===== src/logic/rsb_pkg.sv =====
// package: register map, field positions, reset values and timing counts for the reset/boot block
package rsb_pkg;
    // register indices (printed offsets are not all multiples of four, so byte address is index*4)
    localparam logic [7:0]  IDX_CHIP_CONTROL   = 8'h9F;
    localparam logic [7:0]  IDX_RESET_FLAGS    = 8'hA2;
    localparam logic [7:0]  IDX_WATCHDOG_CTRL  = 8'hAA;
    localparam logic [7:0]  IDX_BOOT_CONFIG    = 8'hB0;
    localparam logic [7:0]  IDX_GUARD_KEY      = 8'hB1;
    localparam logic [7:0]  IDX_IRQ_STATUS     = 8'hB2;
    localparam logic [7:0]  IDX_IRQ_MASK       = 8'hB3;
    localparam logic [7:0]  IDX_RESET_CMD      = 8'hB4;
    localparam int          ADDR_W             = 12;

    // chip_control fields
    localparam int          CC_SOFT_TRIG_BIT   = 7;
    localparam int          CC_BOOT_SEL_BIT    = 1;
    // reset_source_flags fields
    localparam int          RF_SOFT_BIT        = 7;
    localparam int          RF_PIN_BIT         = 6;
    localparam int          RF_FAULT_BIT       = 5;
    // watchdog_control field
    localparam int          WD_FLAG_BIT        = 3;
    // boot_config_byte fields
    localparam int          BC_BOOT_CFG_BIT    = 7;
    localparam int          BC_DEBUG_EN_BIT    = 4;

    localparam logic [7:0]  CHIP_CONTROL_RST   = 8'h00;
    localparam logic [7:0]  RESET_FLAGS_RST    = 8'h00;
    localparam logic [7:0]  WATCHDOG_CTRL_RST  = 8'h07;
    localparam logic [7:0]  BOOT_CONFIG_RST    = 8'hFF;
    localparam logic [7:0]  FLAG_MASK          = 8'hE0;

    // timed access: two key bytes in a row open a short write window
    localparam logic [7:0]  GUARD_KEY1         = 8'hAA;
    localparam logic [7:0]  GUARD_KEY2         = 8'h55;
    localparam int          GUARD_WINDOW       = 4;

    // irq status bits: one per reset source
    localparam int          IRQ_PIN            = 0;
    localparam int          IRQ_FAULT          = 1;
    localparam int          IRQ_WDOG           = 2;
    localparam int          IRQ_SOFT           = 3;
    localparam int          IRQ_W              = 4;

    // timing
    localparam int          CLK_MHZ            = 200;
    localparam int          PIN_LOW_CYCLES     = 24;
    localparam int          CLK_STABLE_NS      = 100;
    localparam int          CLK_STABLE_CYCLES  = (CLK_STABLE_NS * CLK_MHZ + 999) / 1000;
    localparam int          SOFT_HOLD_CYCLES   = 8;
    localparam int          CNT_W              = 8;
    localparam logic [15:0] BOOT_VECTOR        = 16'h0000;

    typedef enum logic [3:0] {
        RSB_RUN    = 4'b0001,
        RSB_WAKE   = 4'b0010,
        RSB_HOLD   = 4'b0100,
        RSB_SOFT   = 4'b1000
    } rsb_state_e;
endpackage


===== src/logic/rsb_pin_filter.sv =====
// pin synchronizer and low-time counter for the external reset pin
`timescale 1ns/10ps
module rsb_pin_filter #(
    parameter int MIN_LOW = rsb_pkg::PIN_LOW_CYCLES
) (
    // clock and reset
    input  wire logic clk,
    input  wire logic arst_n,
    // pin side
    input  wire logic ext_reset_n_pin,
    // result
    output logic      pin_low_sync,
    output logic      pin_valid
);
    logic                      meta_q;
    logic                      sync_q;
    logic [rsb_pkg::CNT_W-1:0] cnt_q;
    logic [rsb_pkg::CNT_W-1:0] cnt_d;

    always_comb begin
        cnt_d = cnt_q;
        if (sync_q) begin
            cnt_d = '0;
        end else if (cnt_q != rsb_pkg::CNT_W'(MIN_LOW)) begin
            cnt_d = cnt_q + 1'b1;
        end
    end

    always_ff @(posedge clk or negedge arst_n) begin
        if (!arst_n) begin
            meta_q <= 1'b1;
            sync_q <= 1'b1;
            cnt_q  <= '0;
        end else begin
            meta_q <= ext_reset_n_pin;
            sync_q <= meta_q;
            cnt_q  <= cnt_d;
        end
    end

    assign pin_low_sync = ~sync_q;
    assign pin_valid    = (cnt_q == rsb_pkg::CNT_W'(MIN_LOW));
endmodule


===== src/logic/rsb_reset_boot.sv =====
// reset source sequencer, sticky source flags, boot select and apb register file
`timescale 1ns/10ps
module rsb_reset_boot #(
    parameter int MIN_LOW    = rsb_pkg::PIN_LOW_CYCLES,
    parameter int STABLE_CYC = rsb_pkg::CLK_STABLE_CYCLES,
    parameter int SOFT_CYC   = rsb_pkg::SOFT_HOLD_CYCLES
) (
    // clock and reset
    input  wire logic        clk,
    input  wire logic        arst_n,
    // apb slave
    input  wire logic        psel,
    input  wire logic        penable,
    input  wire logic        pwrite,
    input  wire logic [11:0] paddr,
    input  wire logic [31:0] pwdata,
    input  wire logic [3:0]  pstrb,
    output logic [31:0]      prdata,
    output logic             pready,
    output logic             pslverr,
    // reset sources
    input  wire logic        ext_reset_n_pin,
    input  wire logic        fetch_over_flash,
    input  wire logic        fetch_fault_int_en,
    input  wire logic        on_chip_debugger,
    input  wire logic        watchdog_timeout,
    input  wire logic        power_down,
    // clock control
    output logic             clk_restart_req,
    // system outputs
    output logic             sys_reset,
    output logic             boot_from_loader,
    output logic [15:0]      boot_vector,
    output logic             irq
);
    ////////////////////////////////////////////////////////////////////////////
    logic       pin_low_sync;
    logic       pin_valid;

    rsb_pin_filter #(
        .MIN_LOW(MIN_LOW)
    ) u_pin (
        .clk            (clk),
        .arst_n         (arst_n),
        .ext_reset_n_pin(ext_reset_n_pin),
        .pin_low_sync   (pin_low_sync),
        .pin_valid      (pin_valid)
    );

    function automatic logic hit(input logic [11:0] a, input logic [7:0] idx);
        return a == {2'b00, idx, 2'b00};
    endfunction

    ////////////////////////////////////////////////////////////////////////////
    // apb decode
    logic        acc;
    logic        wr;
    logic        rd;
    logic        lane0;
    logic [7:0]  wbyte;
    logic        mapped;

    assign acc    = psel & penable;
    assign wr     = acc & pwrite & pstrb[0];
    assign rd     = acc & ~pwrite;
    assign wbyte  = pwdata[7:0];
    assign lane0  = pstrb[0];
    assign mapped = hit(paddr, rsb_pkg::IDX_CHIP_CONTROL) | hit(paddr, rsb_pkg::IDX_RESET_FLAGS)
                  | hit(paddr, rsb_pkg::IDX_WATCHDOG_CTRL) | hit(paddr, rsb_pkg::IDX_BOOT_CONFIG)
                  | hit(paddr, rsb_pkg::IDX_GUARD_KEY) | hit(paddr, rsb_pkg::IDX_IRQ_STATUS)
                  | hit(paddr, rsb_pkg::IDX_IRQ_MASK);

    ////////////////////////////////////////////////////////////////////////////
    // registers
    localparam int IRQ_W_L = rsb_pkg::IRQ_W;
    rsb_pkg::rsb_state_e     state_q, state_d;
    logic [rsb_pkg::CNT_W-1:0] tmr_q, tmr_d;
    logic [7:0]  flags_q, flags_d;
    logic [7:0]  wdc_q, wdc_d;
    logic [7:0]  cfg_q, cfg_d;
    logic        bsel_q, bsel_d;
    logic        trig_q, trig_d;
    logic [1:0]  key_q, key_d;
    logic [2:0]  win_q, win_d;
    logic [IRQ_W_L-1:0] ist_q, ist_d;
    logic [IRQ_W_L-1:0] imask_q, imask_d;
    logic        soft_kind_q, soft_kind_d;
    logic        rst_q, rst_d;
    logic        wake_q, wake_d;
    logic [31:0] prdata_q, prdata_d;
    logic        pready_q, pready_d;
    logic        perr_q, perr_d;

    // events raised this cycle
    logic        fault_ev;
    logic        fault_rst;
    logic        guard_open;
    logic        soft_req;
    logic        in_reset;

    assign guard_open = (win_q != 3'h0);
    assign fault_ev   = fetch_over_flash & ~fetch_fault_int_en & (state_q == rsb_pkg::RSB_RUN);
    // debug with debug enable cleared: flag only, no reset
    assign fault_rst  = fault_ev & ~(on_chip_debugger & ~cfg_q[rsb_pkg::BC_DEBUG_EN_BIT]);
    assign soft_req   = wr & pready_q & hit(paddr, rsb_pkg::IDX_CHIP_CONTROL) & guard_open
                      & wbyte[rsb_pkg::CC_SOFT_TRIG_BIT] & (state_q == rsb_pkg::RSB_RUN);
    assign in_reset   = (state_q != rsb_pkg::RSB_RUN);

    always_comb begin
        state_d     = state_q;
        tmr_d       = tmr_q;
        flags_d     = flags_q;
        wdc_d       = wdc_q;
        cfg_d       = cfg_q;
        bsel_d      = bsel_q;
        trig_d      = trig_q;
        key_d       = key_q;
        win_d       = guard_open ? win_q - 3'h1 : win_q;
        ist_d       = ist_q;
        imask_d     = imask_q;
        soft_kind_d = soft_kind_q;
        prdata_d    = 32'h0000_0000;
        pready_d    = 1'b0;
        perr_d      = 1'b0;

        // writes land at the completing edge; clear first, hardware sets later win
        if (wr && pready_q && state_q == rsb_pkg::RSB_RUN) begin
            if (hit(paddr, rsb_pkg::IDX_RESET_FLAGS)) begin
                flags_d = (flags_q & ~rsb_pkg::FLAG_MASK) | (wbyte & rsb_pkg::FLAG_MASK);
            end
            if (hit(paddr, rsb_pkg::IDX_WATCHDOG_CTRL) && guard_open) begin
                wdc_d = wbyte;
            end
            if (hit(paddr, rsb_pkg::IDX_CHIP_CONTROL) && guard_open) begin
                bsel_d = wbyte[rsb_pkg::CC_BOOT_SEL_BIT];
            end
            if (hit(paddr, rsb_pkg::IDX_BOOT_CONFIG)) begin
                cfg_d = wbyte;
            end
            if (hit(paddr, rsb_pkg::IDX_IRQ_STATUS)) begin
                ist_d = ist_q & ~wbyte[IRQ_W_L-1:0];
            end
            if (hit(paddr, rsb_pkg::IDX_IRQ_MASK)) begin
                imask_d = wbyte[IRQ_W_L-1:0];
            end
            if (hit(paddr, rsb_pkg::IDX_GUARD_KEY)) begin
                key_d = 2'b00;
                if (wbyte == rsb_pkg::GUARD_KEY1) begin
                    key_d = 2'b01;
                end else if (wbyte == rsb_pkg::GUARD_KEY2 && key_q == 2'b01) begin
                    win_d = 3'(rsb_pkg::GUARD_WINDOW);
                end
            end
        end

        // apb answer one cycle after the access phase starts
        if (acc && !pready_q) begin
            pready_d = 1'b1;
            perr_d   = ~mapped | ~lane0 & pwrite;
            if (rd) begin
                if (hit(paddr, rsb_pkg::IDX_CHIP_CONTROL)) begin
                    prdata_d[7:0] = {1'b0, 5'b00000, bsel_q, 1'b0}; // trigger bit is write-only
                end else if (hit(paddr, rsb_pkg::IDX_RESET_FLAGS)) begin
                    prdata_d[7:0] = flags_q;
                end else if (hit(paddr, rsb_pkg::IDX_WATCHDOG_CTRL)) begin
                    prdata_d[7:0] = wdc_q;
                end else if (hit(paddr, rsb_pkg::IDX_BOOT_CONFIG)) begin
                    prdata_d[7:0] = cfg_q;
                end else if (hit(paddr, rsb_pkg::IDX_IRQ_STATUS)) begin
                    prdata_d[IRQ_W_L-1:0] = ist_q;
                end else if (hit(paddr, rsb_pkg::IDX_IRQ_MASK)) begin
                    prdata_d[IRQ_W_L-1:0] = imask_q;
                end
            end
        end

        // reset sequencer; pin has top priority
        case (state_q)
            rsb_pkg::RSB_RUN: begin
                if (power_down && pin_low_sync) begin
                    state_d = rsb_pkg::RSB_WAKE;
                    tmr_d   = '0;
                end else if (pin_valid) begin
                    state_d     = rsb_pkg::RSB_HOLD;
                    soft_kind_d = 1'b0;
                    flags_d[rsb_pkg::RF_PIN_BIT]   = 1'b1;
                    flags_d[rsb_pkg::RF_FAULT_BIT] = 1'b0;
                    ist_d[rsb_pkg::IRQ_PIN] = 1'b1;
                    bsel_d = ~cfg_q[rsb_pkg::BC_BOOT_CFG_BIT];
                end else if (watchdog_timeout) begin
                    state_d     = rsb_pkg::RSB_SOFT;
                    tmr_d       = '0;
                    soft_kind_d = 1'b0;
                    wdc_d[rsb_pkg::WD_FLAG_BIT] = 1'b1;
                    ist_d[rsb_pkg::IRQ_WDOG] = 1'b1;
                    bsel_d = ~cfg_q[rsb_pkg::BC_BOOT_CFG_BIT];
                end else if (fault_ev) begin
                    flags_d[rsb_pkg::RF_FAULT_BIT] = 1'b1;
                    ist_d[rsb_pkg::IRQ_FAULT] = 1'b1;
                    if (fault_rst) begin
                        state_d     = rsb_pkg::RSB_SOFT;
                        tmr_d       = '0;
                        soft_kind_d = 1'b0;
                        bsel_d = ~cfg_q[rsb_pkg::BC_BOOT_CFG_BIT];
                    end
                end else if (soft_req) begin
                    // the write completes on this edge, then reset: nothing later runs
                    state_d     = rsb_pkg::RSB_SOFT;
                    tmr_d       = '0;
                    trig_d      = 1'b1;
                    soft_kind_d = 1'b1;
                    flags_d[rsb_pkg::RF_SOFT_BIT] = 1'b1;
                    ist_d[rsb_pkg::IRQ_SOFT] = 1'b1;
                    bsel_d = bsel_q;
                end
            end
            rsb_pkg::RSB_WAKE: begin
                // clock restarted; wait for it to settle before entering reset
                if (tmr_q == rsb_pkg::CNT_W'(STABLE_CYC)) begin
                    state_d     = rsb_pkg::RSB_HOLD;
                    soft_kind_d = 1'b0;
                    flags_d[rsb_pkg::RF_PIN_BIT]   = 1'b1;
                    flags_d[rsb_pkg::RF_FAULT_BIT] = 1'b0;
                    ist_d[rsb_pkg::IRQ_PIN] = 1'b1;
                    bsel_d = ~cfg_q[rsb_pkg::BC_BOOT_CFG_BIT];
                end else begin
                    tmr_d = tmr_q + 1'b1;
                end
            end
            rsb_pkg::RSB_HOLD: begin
                if (!pin_low_sync) begin
                    state_d = rsb_pkg::RSB_RUN;
                end
            end
            rsb_pkg::RSB_SOFT: begin
                if (pin_valid) begin
                    state_d = rsb_pkg::RSB_HOLD;
                    trig_d  = 1'b0;
                    flags_d[rsb_pkg::RF_PIN_BIT]   = 1'b1;
                    flags_d[rsb_pkg::RF_FAULT_BIT] = 1'b0;
                    ist_d[rsb_pkg::IRQ_PIN] = 1'b1;
                    bsel_d = ~cfg_q[rsb_pkg::BC_BOOT_CFG_BIT];
                end else if (tmr_q == rsb_pkg::CNT_W'(SOFT_CYC)) begin
                    state_d = rsb_pkg::RSB_RUN;
                    trig_d  = 1'b0;
                end else begin
                    tmr_d = tmr_q + 1'b1;
                end
            end
            default: begin
                state_d = rsb_pkg::RSB_HOLD;
            end
        endcase
    end

    assign rst_d  = (state_d == rsb_pkg::RSB_HOLD) | (state_d == rsb_pkg::RSB_SOFT);
    assign wake_d = (state_d == rsb_pkg::RSB_WAKE);

    always_ff @(posedge clk or negedge arst_n) begin
        if (!arst_n) begin
            state_q     <= rsb_pkg::RSB_HOLD;
            tmr_q       <= '0;
            flags_q     <= rsb_pkg::RESET_FLAGS_RST;
            wdc_q       <= rsb_pkg::WATCHDOG_CTRL_RST;
            cfg_q       <= rsb_pkg::BOOT_CONFIG_RST;
            bsel_q      <= ~rsb_pkg::BOOT_CONFIG_RST[rsb_pkg::BC_BOOT_CFG_BIT];
            trig_q      <= 1'b0;
            key_q       <= 2'b00;
            win_q       <= 3'h0;
            ist_q       <= '0;
            imask_q     <= '0;
            soft_kind_q <= 1'b0;
            rst_q       <= 1'b1;
            wake_q      <= 1'b0;
            prdata_q    <= 32'h0000_0000;
            pready_q    <= 1'b0;
            perr_q      <= 1'b0;
        end else begin
            state_q     <= state_d;
            tmr_q       <= tmr_d;
            flags_q     <= flags_d;
            wdc_q       <= wdc_d;
            cfg_q       <= cfg_d;
            bsel_q      <= bsel_d;
            trig_q      <= trig_d;
            key_q       <= key_d;
            win_q       <= win_d;
            ist_q       <= ist_d;
            imask_q     <= imask_d;
            soft_kind_q <= soft_kind_d;
            rst_q       <= rst_d;
            wake_q      <= wake_d;
            prdata_q    <= prdata_d;
            pready_q    <= pready_d;
            perr_q      <= perr_d;
        end
    end

    ////////////////////////////////////////////////////////////////////////////
    logic irq_q;
    logic ldr_q;

    always_ff @(posedge clk or negedge arst_n) begin
        if (!arst_n) begin
            irq_q <= 1'b0;
            ldr_q <= ~rsb_pkg::BOOT_CONFIG_RST[rsb_pkg::BC_BOOT_CFG_BIT];
        end else begin
            irq_q <= |(ist_d & imask_d);
            ldr_q <= bsel_d;
        end
    end

    assign prdata           = prdata_q;
    assign pready           = pready_q;
    assign pslverr          = perr_q;
    assign sys_reset        = rst_q;
    assign clk_restart_req  = wake_q;
    assign boot_from_loader = ldr_q;
    assign boot_vector      = rsb_pkg::BOOT_VECTOR;
    assign irq              = irq_q;
    logic in_reset_unused;
    assign in_reset_unused  = in_reset;
endmodule


===== config.mk =====
export PLATFORM = sky130hd
export DESIGN_NAME = rsb_reset_boot
export DESIGN_NICKNAME = d
export VERILOG_FILES = /design/src/logic/rsb_pkg.sv /design/src/logic/rsb_pin_filter.sv /design/src/logic/rsb_reset_boot.sv
export SDC_FILE = /design/constraint.sdc
export NUM_CORES = 1
export LEC_CHECK = 0
export ABC_CLOCK_PERIOD_IN_PS = 3300
export BUFFER_PORTS_ARGS = -buffer_cell sky130_fd_sc_hd__buf_2
export CORE_MARGIN = 4
export CORE_UTILIZATION = 34
export CTS_BUF_LIST = sky130_fd_sc_hd__clkbuf_4 sky130_fd_sc_hd__clkbuf_8
export CTS_CLUSTER_DIAMETER = 40
export DETAILED_ROUTE_END_ITERATION = 16
export GPL_TIMING_DRIVEN = 0
export HOLD_SLACK_MARGIN = 0.05
export REMOVE_ABC_BUFFERS = 1
export SETUP_SLACK_MARGIN = 0.2
export SLEW_MARGIN = 5
export SYNTH_ARGS = -nofsm -noshare
export SYNTH_HDL_FRONTEND = slang
export SYNTH_SLANG_ARGS = --single-unit

===== constraint.sdc =====
create_clock -name clk -period 3.3 [get_ports clk]
set_clock_uncertainty 0.05 [all_clocks]
set_input_delay 0.495 -clock clk [delete_from_list [all_inputs] [get_ports clk]]
set_output_delay 0.495 -clock clk [all_outputs]
set_load 0.03 [all_outputs]

==> results.cfg, run 1 <==
[run_status]
status = complete, no violations

[worst_setup_path]
cp-start-kind = input port
r2r-start = state_q[1]
arrival_ns = 3.05
path_cells = buf_2 -> nor4b_1 -> nand4_1 -> nor3_1 -> a32o_1 -> o31ai_1
reg2reg_slack_ns = 0.48
r2r_end = cfg_q[3]
crit_type = in -> reg
critPathCaptureType = flop
required_ns = 3.47
slowest_stage = nor4b_1
cpPeakStageDelay_ns = 0.84
cp_max_fo = 5
ff2ff_path_depth = 4

[die]
core_area_um2 = 11420
floorplan.initialDensity = 0.3464
num_rows = 39
num_io_pins = 113
die_w_um = 115.9
die_y_um = 115.9
die_area_um2 = 13420

[timing]
layout_min_cycle_time_ns = 2.884
setup_viol = 0
period_share = 0.8738
rsz0062_at_grt = false
slew_headroom = 0.3424
fmax_mhz = 346.8
tightest_slew_ns = 0.9728
hold_viol = 0
maxSlewViolCount = 0
tns_ns = 0
finalWorstSetupSlack_ns = 0.4164

[synth]
synth_compound_area_frac = 0.1186
synth_mux_area_frac = 0.07687
syn_area_per_cell_um2 = 10.04
synthArstFlopShare = 1.000
ys_seq_area_frac = 0.4287
synth_edf_count = 0
synthAdderAreaFrac = 0.02214
yosysWarnings = 0
ys.flop_type = dfrtp_1
syn-instance-count = 394
ys_types = 65
synth_top_family_by_area = simple AND/OR/NAND/NOR gates
synthSimpleGateAreaFrac = 0.2265
ys_seq_elements = 67
synth_xor_area_frac = 0.01772
netlist_area_um2 = 3955

[placed_design]
place_ws_ns = -0.08366
gp_congestion = 0.8405
dpl.hpwl_um = 6909
port_buffers = 45

[final_layout]
drive_above_1_share = 0.2685
final_common_cell = dfrtp_1
area_delta_synth_final_pct = 12.88
insertedDiodeCount = 0
final_nets = 508
utilization = 0.3910
final_cell_mix = 52 x dfrtp_1, 44 x buf_2, 40 x conb_1, 30 x nor2_1, 20 x inv_1

[min_path]
holdPathEnd = u_pin.meta_q
hold_class = in -> reg
min-delay-start = ext_reset_n_pin
min_path_cells = 1

[drt]
firstDrtPassIters = 4
via_count = 3036
drc = 0
drt-total-wl_um = 9310
ant_nets = 0
wl_per_cell_um = 15.78
via_per_inst = 5.146
drt_iter0_drc = 203

[global_route]
grtUsageMet3 = 0.04021
track_usage = 0.1417
antenna_found_initial = 0
grtUsageMet1 = 0.1908
met2_usage = 0.2183
grt_start_max_net_pins = 57
overflow = 0
grt_pass1_vias = 2985
busiest_layer = met2
grt_pass1_wl_um = 14880

[clock_tree]
cts_buffer_depth = 2
cts_made_buffers = 9
clk_pin_slew_ns = 0.08
clockRootBuffer = clkbuf_8
cts_setup_buffers = 0
clk_latency_ns = 0.34
cts_tree = yes
clock_sink_count = 67
htree_levels = 3

[power_and_ir_drop]
intPower_mw = 1.568
seq_power_share = 0.435
finalPower_mw = 2.239
ir_worst_vdd_mv = 0.2660
p_sw_mw = 0.6711
power.density_nw_per_um2 = 501.5
clkPwrFrac = 0.382
combPwrFrac = 0.183
p_sw_frac = 0.2998
p_leak_nw = 2.101

[job]
drv_cap = 0
-- registers in the layout (all words and copies together) (netlist names), 4 cells and up --
name         cells
imask_q          4
ist_q            4
u_pin.cnt_q      8
cfg_q            8
tmr_q            8
state_q          4
prdata           8
wdc_q            8
-- cell type report --
class	instances	area, µm²
clock buffer	10	137.6
clock inverter	6	112.6
fill	1138	6954
inverter	20	75.07
multi-input combinational	296	1992
sequential	67	1695
tap	143	178.9
timing repair buffer	48	272.8
-- cell families after synthesis --
kind of cell	after synthesis
muxes	26
buffers and inverters	70
xor gates and xnor gates	8
adders and majority gates	7
and+or+nand+nor	150
other	1
AOI/OAI and AO/OA	65
DFF	67
-- through the flow --
stage                     hold WS [ns]  instances  cell area (µm²)
after detailed placement        0.2976        573             4195
after global placement          0.2975        571             4151
final                           0.1949        590             4464
after global routing            0.1671        590             4464
after CTS                       0.1820        590             4459
after floorplan                 0.1494        383             3747
-- power groups by stage --
| stage | Sequential (mW) | Clock [mW] | Combinational (mW) |
|---|---|---|---|
| after floorplan | 0.993 | 0 | 0.254 |
| after global placement | 0.981 | 0 | 0.395 |
| after detailed placement | 0.986 | 0 | 0.406 |
| after CTS | 0.971 | 0.875 | 0.409 |
| after global routing | 0.981 | 0.913 | 0.456 |
| final | 0.974 | 0.855 | 0.410 |
-- critical path, delay by kind of cell --
kind,cells,cell delay [ns]
simple gates,3,2.14
buf+inv,1,0.10
compound gates,2,0.32
-- worst max-delay path by stage --
| stage | from | endpoint | slack (ns) | cells past startpoint |
|---|---|---|---|---|
| final | paddr[8] | prdata[1] | 0.42 | 6 |
| after global routing | paddr[8] | win_q[1] | 0.25 | 6 |
| after CTS | state_q[1] | win_q[0] | 0.32 | 5 |
| after detailed placement | paddr[3] | wdc_q[3] | -0.08 | 6 |
| after global placement | state_q[1] | irq | -0.46 | 5 |
| after floorplan | paddr[8] | wdc_q[4] | 0.38 | 4 |
-- cell usage after synthesis (all sizes together) (6+ instances only) --
cell type	number	area, µm²
dfrtp	52	1301
mux2	14	183.9
clkbuf	7	26.28
nand2	16	60.06
inv	20	75.07
mux2i	12	120.1
o21ai	10	50.05
nor3	9	45.04
a21oi	8	40.04
xor2	7	61.31
ha	7	87.58
nand3	17	85.08
buf	43	327.8
or2	9	56.31
nor4	14	108.9
o22ai	6	37.54
and3	10	62.56
or4b	9	93.84
dfstp	15	394.1
nor2	30	112.6
-- per-layer routing --
layer / vias up / part of all wire
met4: 0 / 0.025
met3: 15 / 0.063
met5: - / 0
met1: 1486 / 0.46
li1: 1448 / -
met2: 87 / 0.46
-- timing repair --
| action | in CTS | in global routing |
|---|---|---|
| hold endpoints to repair | 8 | 0 |
| endpoints found under the setup margin | 8 | 5 |
| pin swaps | 0 | 0 |
| hold buffers | 1 | 0 |
| gates resized for setup | 1 | 2 |
Note: power is estimated with default switching activity, not from simulation.
==> inputs of run 2 (changes only) <==
--- a/config.mk
+++ b/config.mk
@@ -5,6 +5,7 @@
 export SDC_FILE = /design/constraint.sdc
 export NUM_CORES = 1
 export LEC_CHECK = 0
+export ABC_AREA = 1
 export ABC_CLOCK_PERIOD_IN_PS = 3300
 export BUFFER_PORTS_ARGS = -buffer_cell sky130_fd_sc_hd__buf_2
 export CORE_MARGIN = 4
@@ -16,7 +17,7 @@
 export HOLD_SLACK_MARGIN = 0.05
 export REMOVE_ABC_BUFFERS = 1
 export SETUP_SLACK_MARGIN = 0.2
-export SLEW_MARGIN = 5
+export SLEW_MARGIN = 40
 export SYNTH_ARGS = -nofsm -noshare
 export SYNTH_HDL_FRONTEND = slang
 export SYNTH_SLANG_ARGS = --single-unit
==> run 2 against run 1 <==
Compared with the run above:
- via count grew 15%
- final cell count grew 27%
- synthesized cell count grew 38%
- die area increased by 5.4%
- total power down 4.5%
- fmax grew 41%
- register-to-register slack improved by 0.78 ns
- critical endpoint is now tmr_q[7]
- largest cell class unchanged
==> results.cfg, run 2 <==
[drt]
firstDrtPassIters = 5
drt_iter0_drc = 227
via_count = 3484
drc = 0
wl_per_cell_um = 13.05
ant_nets = 0
via_per_inst = 4.658
drt-total-wl_um = 9762

[synth]
syn-instance-count = 544
syn_area_per_cell_um2 = 7.694
synth_commonest_cells = 132 x nand2_1, 62 x inv_1, 52 x dfrtp_1
synth_xor_area_frac = 0.01256
yosysMostFrequentCell = nand2_1
synthSimpleGateAreaFrac = 0.3342
ys_seq_area_frac = 0.4051
ys.flop_type = dfrtp_1
yosysWarnings = 0
synthAdderAreaFrac = 0.02093
synthArstFlopShare = 1.000
netlist_area_um2 = 4185
netlist.area_leader.share = 0.3109
ys_seq_elements = 67
synth_top_family_by_area = simple AND/OR/NAND/NOR gates
synth_mux_area_frac = 0
yosysTopAreaCell = dfrtp_1
synth_compound_area_frac = 0.08490
ys_types = 41
synth_edf_count = 0
synthTopCellsByArea = dfrtp_1 31%, nand2_1 12%, dfstp_2 9.4%, buf_4 7.4%, inv_1 5.6%

[placed_design]
dpl.hpwl_um = 7462
gp_congestion = 0.9167
port_buffers = 45
postPlaceCellArea_um2 = 4434

[final_layout]
drive_above_1_share = 0.2080
final_cell_mix = 132 x nand2_1, 62 x inv_1, 52 x dfrtp_1, 49 x nor2_1, 44 x buf_2
stdcell_area_um2 = 4668
fill_cells = 1265
seqCellArea_um2 = 1695
insertedDiodeCount = 0
area_delta_synth_final_pct = 11.54
final_nets = 662
final_common_cell = nand2_1
utilization = 0.3886
multi_input_area_um2 = 2044

[clock_tree]
htree_levels = 3
cts_made_buffers = 9
cts_setup_buffers = 0
clock_sink_count = 67
cts_buffer_depth = 2
clockRootBuffer = clkbuf_8
clk_latency_ns = 0.35
clk_pin_slew_ns = 0.08
cts_tree = yes

[timing]
layout_min_cycle_time_ns = 2.041
rsz0062_at_grt = false
tightest_slew_ns = 0.5167
period_share = 0.6185
maxSlewViolCount = 0
setup_viol = 0
hold_viol = 0
whs_ns = 0.1888
tns_ns = 0
fmax_mhz = 489.9
slew_headroom = 0.6555

[min_path]
hold_class = in -> reg
min-delay-start = ext_reset_n_pin

[power_and_ir_drop]
finalPower_mw = 2.139
power.density_nw_per_um2 = 458.2
p_leak_nw = 2.382
ir_worst_vdd_mv = 0.3053

[global_route]
grt_pass1_vias = 3347
antenna_found_initial = 0
track_usage = 0.1406
overflow = 0
grt_start_max_net_pins = 37
grt_pass1_wl_um = 16250

[die]
die_area_um2 = 14150
num_rows = 40
floorplan.initialDensity = 0.3484
core_area_um2 = 12010
num_io_pins = 113
die_y_um = 119.0
die_w_um = 119.0

[job]
drv_cap = 0

[worst_setup_path]
arrival_ns = 2.23
cp_max_fo = 9
startpoint = win_q[0]
r2r-start = win_q[0]
critPathCaptureType = flop
required_ns = 3.49
cp-start-kind = flop
crit_type = reg -> reg

[run_status]
status = complete, no violations
-- run 2: routing by layer --
metal / wire length, µm / global-route usage / share of wire
met1: 4464 / 0.1875 / 0.46
met2: 4628 / 0.2277 / 0.47
met3: 612 / 0.03466 / 0.063
met4: 57 / 0.03910 / 0.0058
met5: 0 / 0 / 0
-- run 2: final timing paths --
path	cells past startpoint	slack (ns)	to
min in group asynchronous	2	0.53	wdc_q[6]
min reg2reg	0	0.31	u_pin.sync_q
max	9	1.26	tmr_q[7]
min	1	0.19	u_pin.meta_q
max in group asynchronous	3	2.11	cfg_q[4]
max reg2reg	9	1.26	tmr_q[7]
-- run 2: what timing repair did --
| item | 4_1_cts | 5_1_grt |
|---|---|---|
| resized for setup | 0 | 0 |
| setup endpoints to repair | 0 | 0 |
| hold endpoints to repair | 22 | 0 |
| hold buffers | 1 | 0 |
-- run 2: worst max-delay path: stages (launching register included) --
cell and delay [ns]:
dfrtp_1 0.35, inv_1 0.05, ha_1 0.20, ha_1 0.19
inv_1 0.19, nand3_2 0.14, o21ai_2 0.44, nand2_4 0.15
nand2_1 0.09, nand2_1 0.05
-- run 2: area by class of cell --
cell class,instances,area share
tap,147,0.03940
inverter,69,0.05548
clock inverter,7,0.02144
timing repair buffer,47,0.05602
clock buffer,9,0.02653
sequential,67,0.3632
multi-input combinational,402,0.4380
-- run 2: power by group --
group,internal [mW],switching [mW]
combinational,0.113,0.319
sequential,0.879,0.0452
clock,0.431,0.352
-- run 2: kinds of logic (layout without fill, tap and decap cells) --
group                    after synthesis  after routing
AO/OA/AOI/OAI                         65             65
XOR/XNOR                               6              6
adder cells (fa/ha/maj)                7              7
buffers and inverters                114            132
flip-flops                            67             67
other                                  1             40
AND/OR/NAND/NOR                      284            284
-- run 2: metrics by stage --
stage               worst slack, ns  cells
finish                        1.259    748
global route                  1.046    748
CTS                           1.255    748
detailed placement           0.9731    731
global placement             0.9861    730
floorplan                     1.458    538
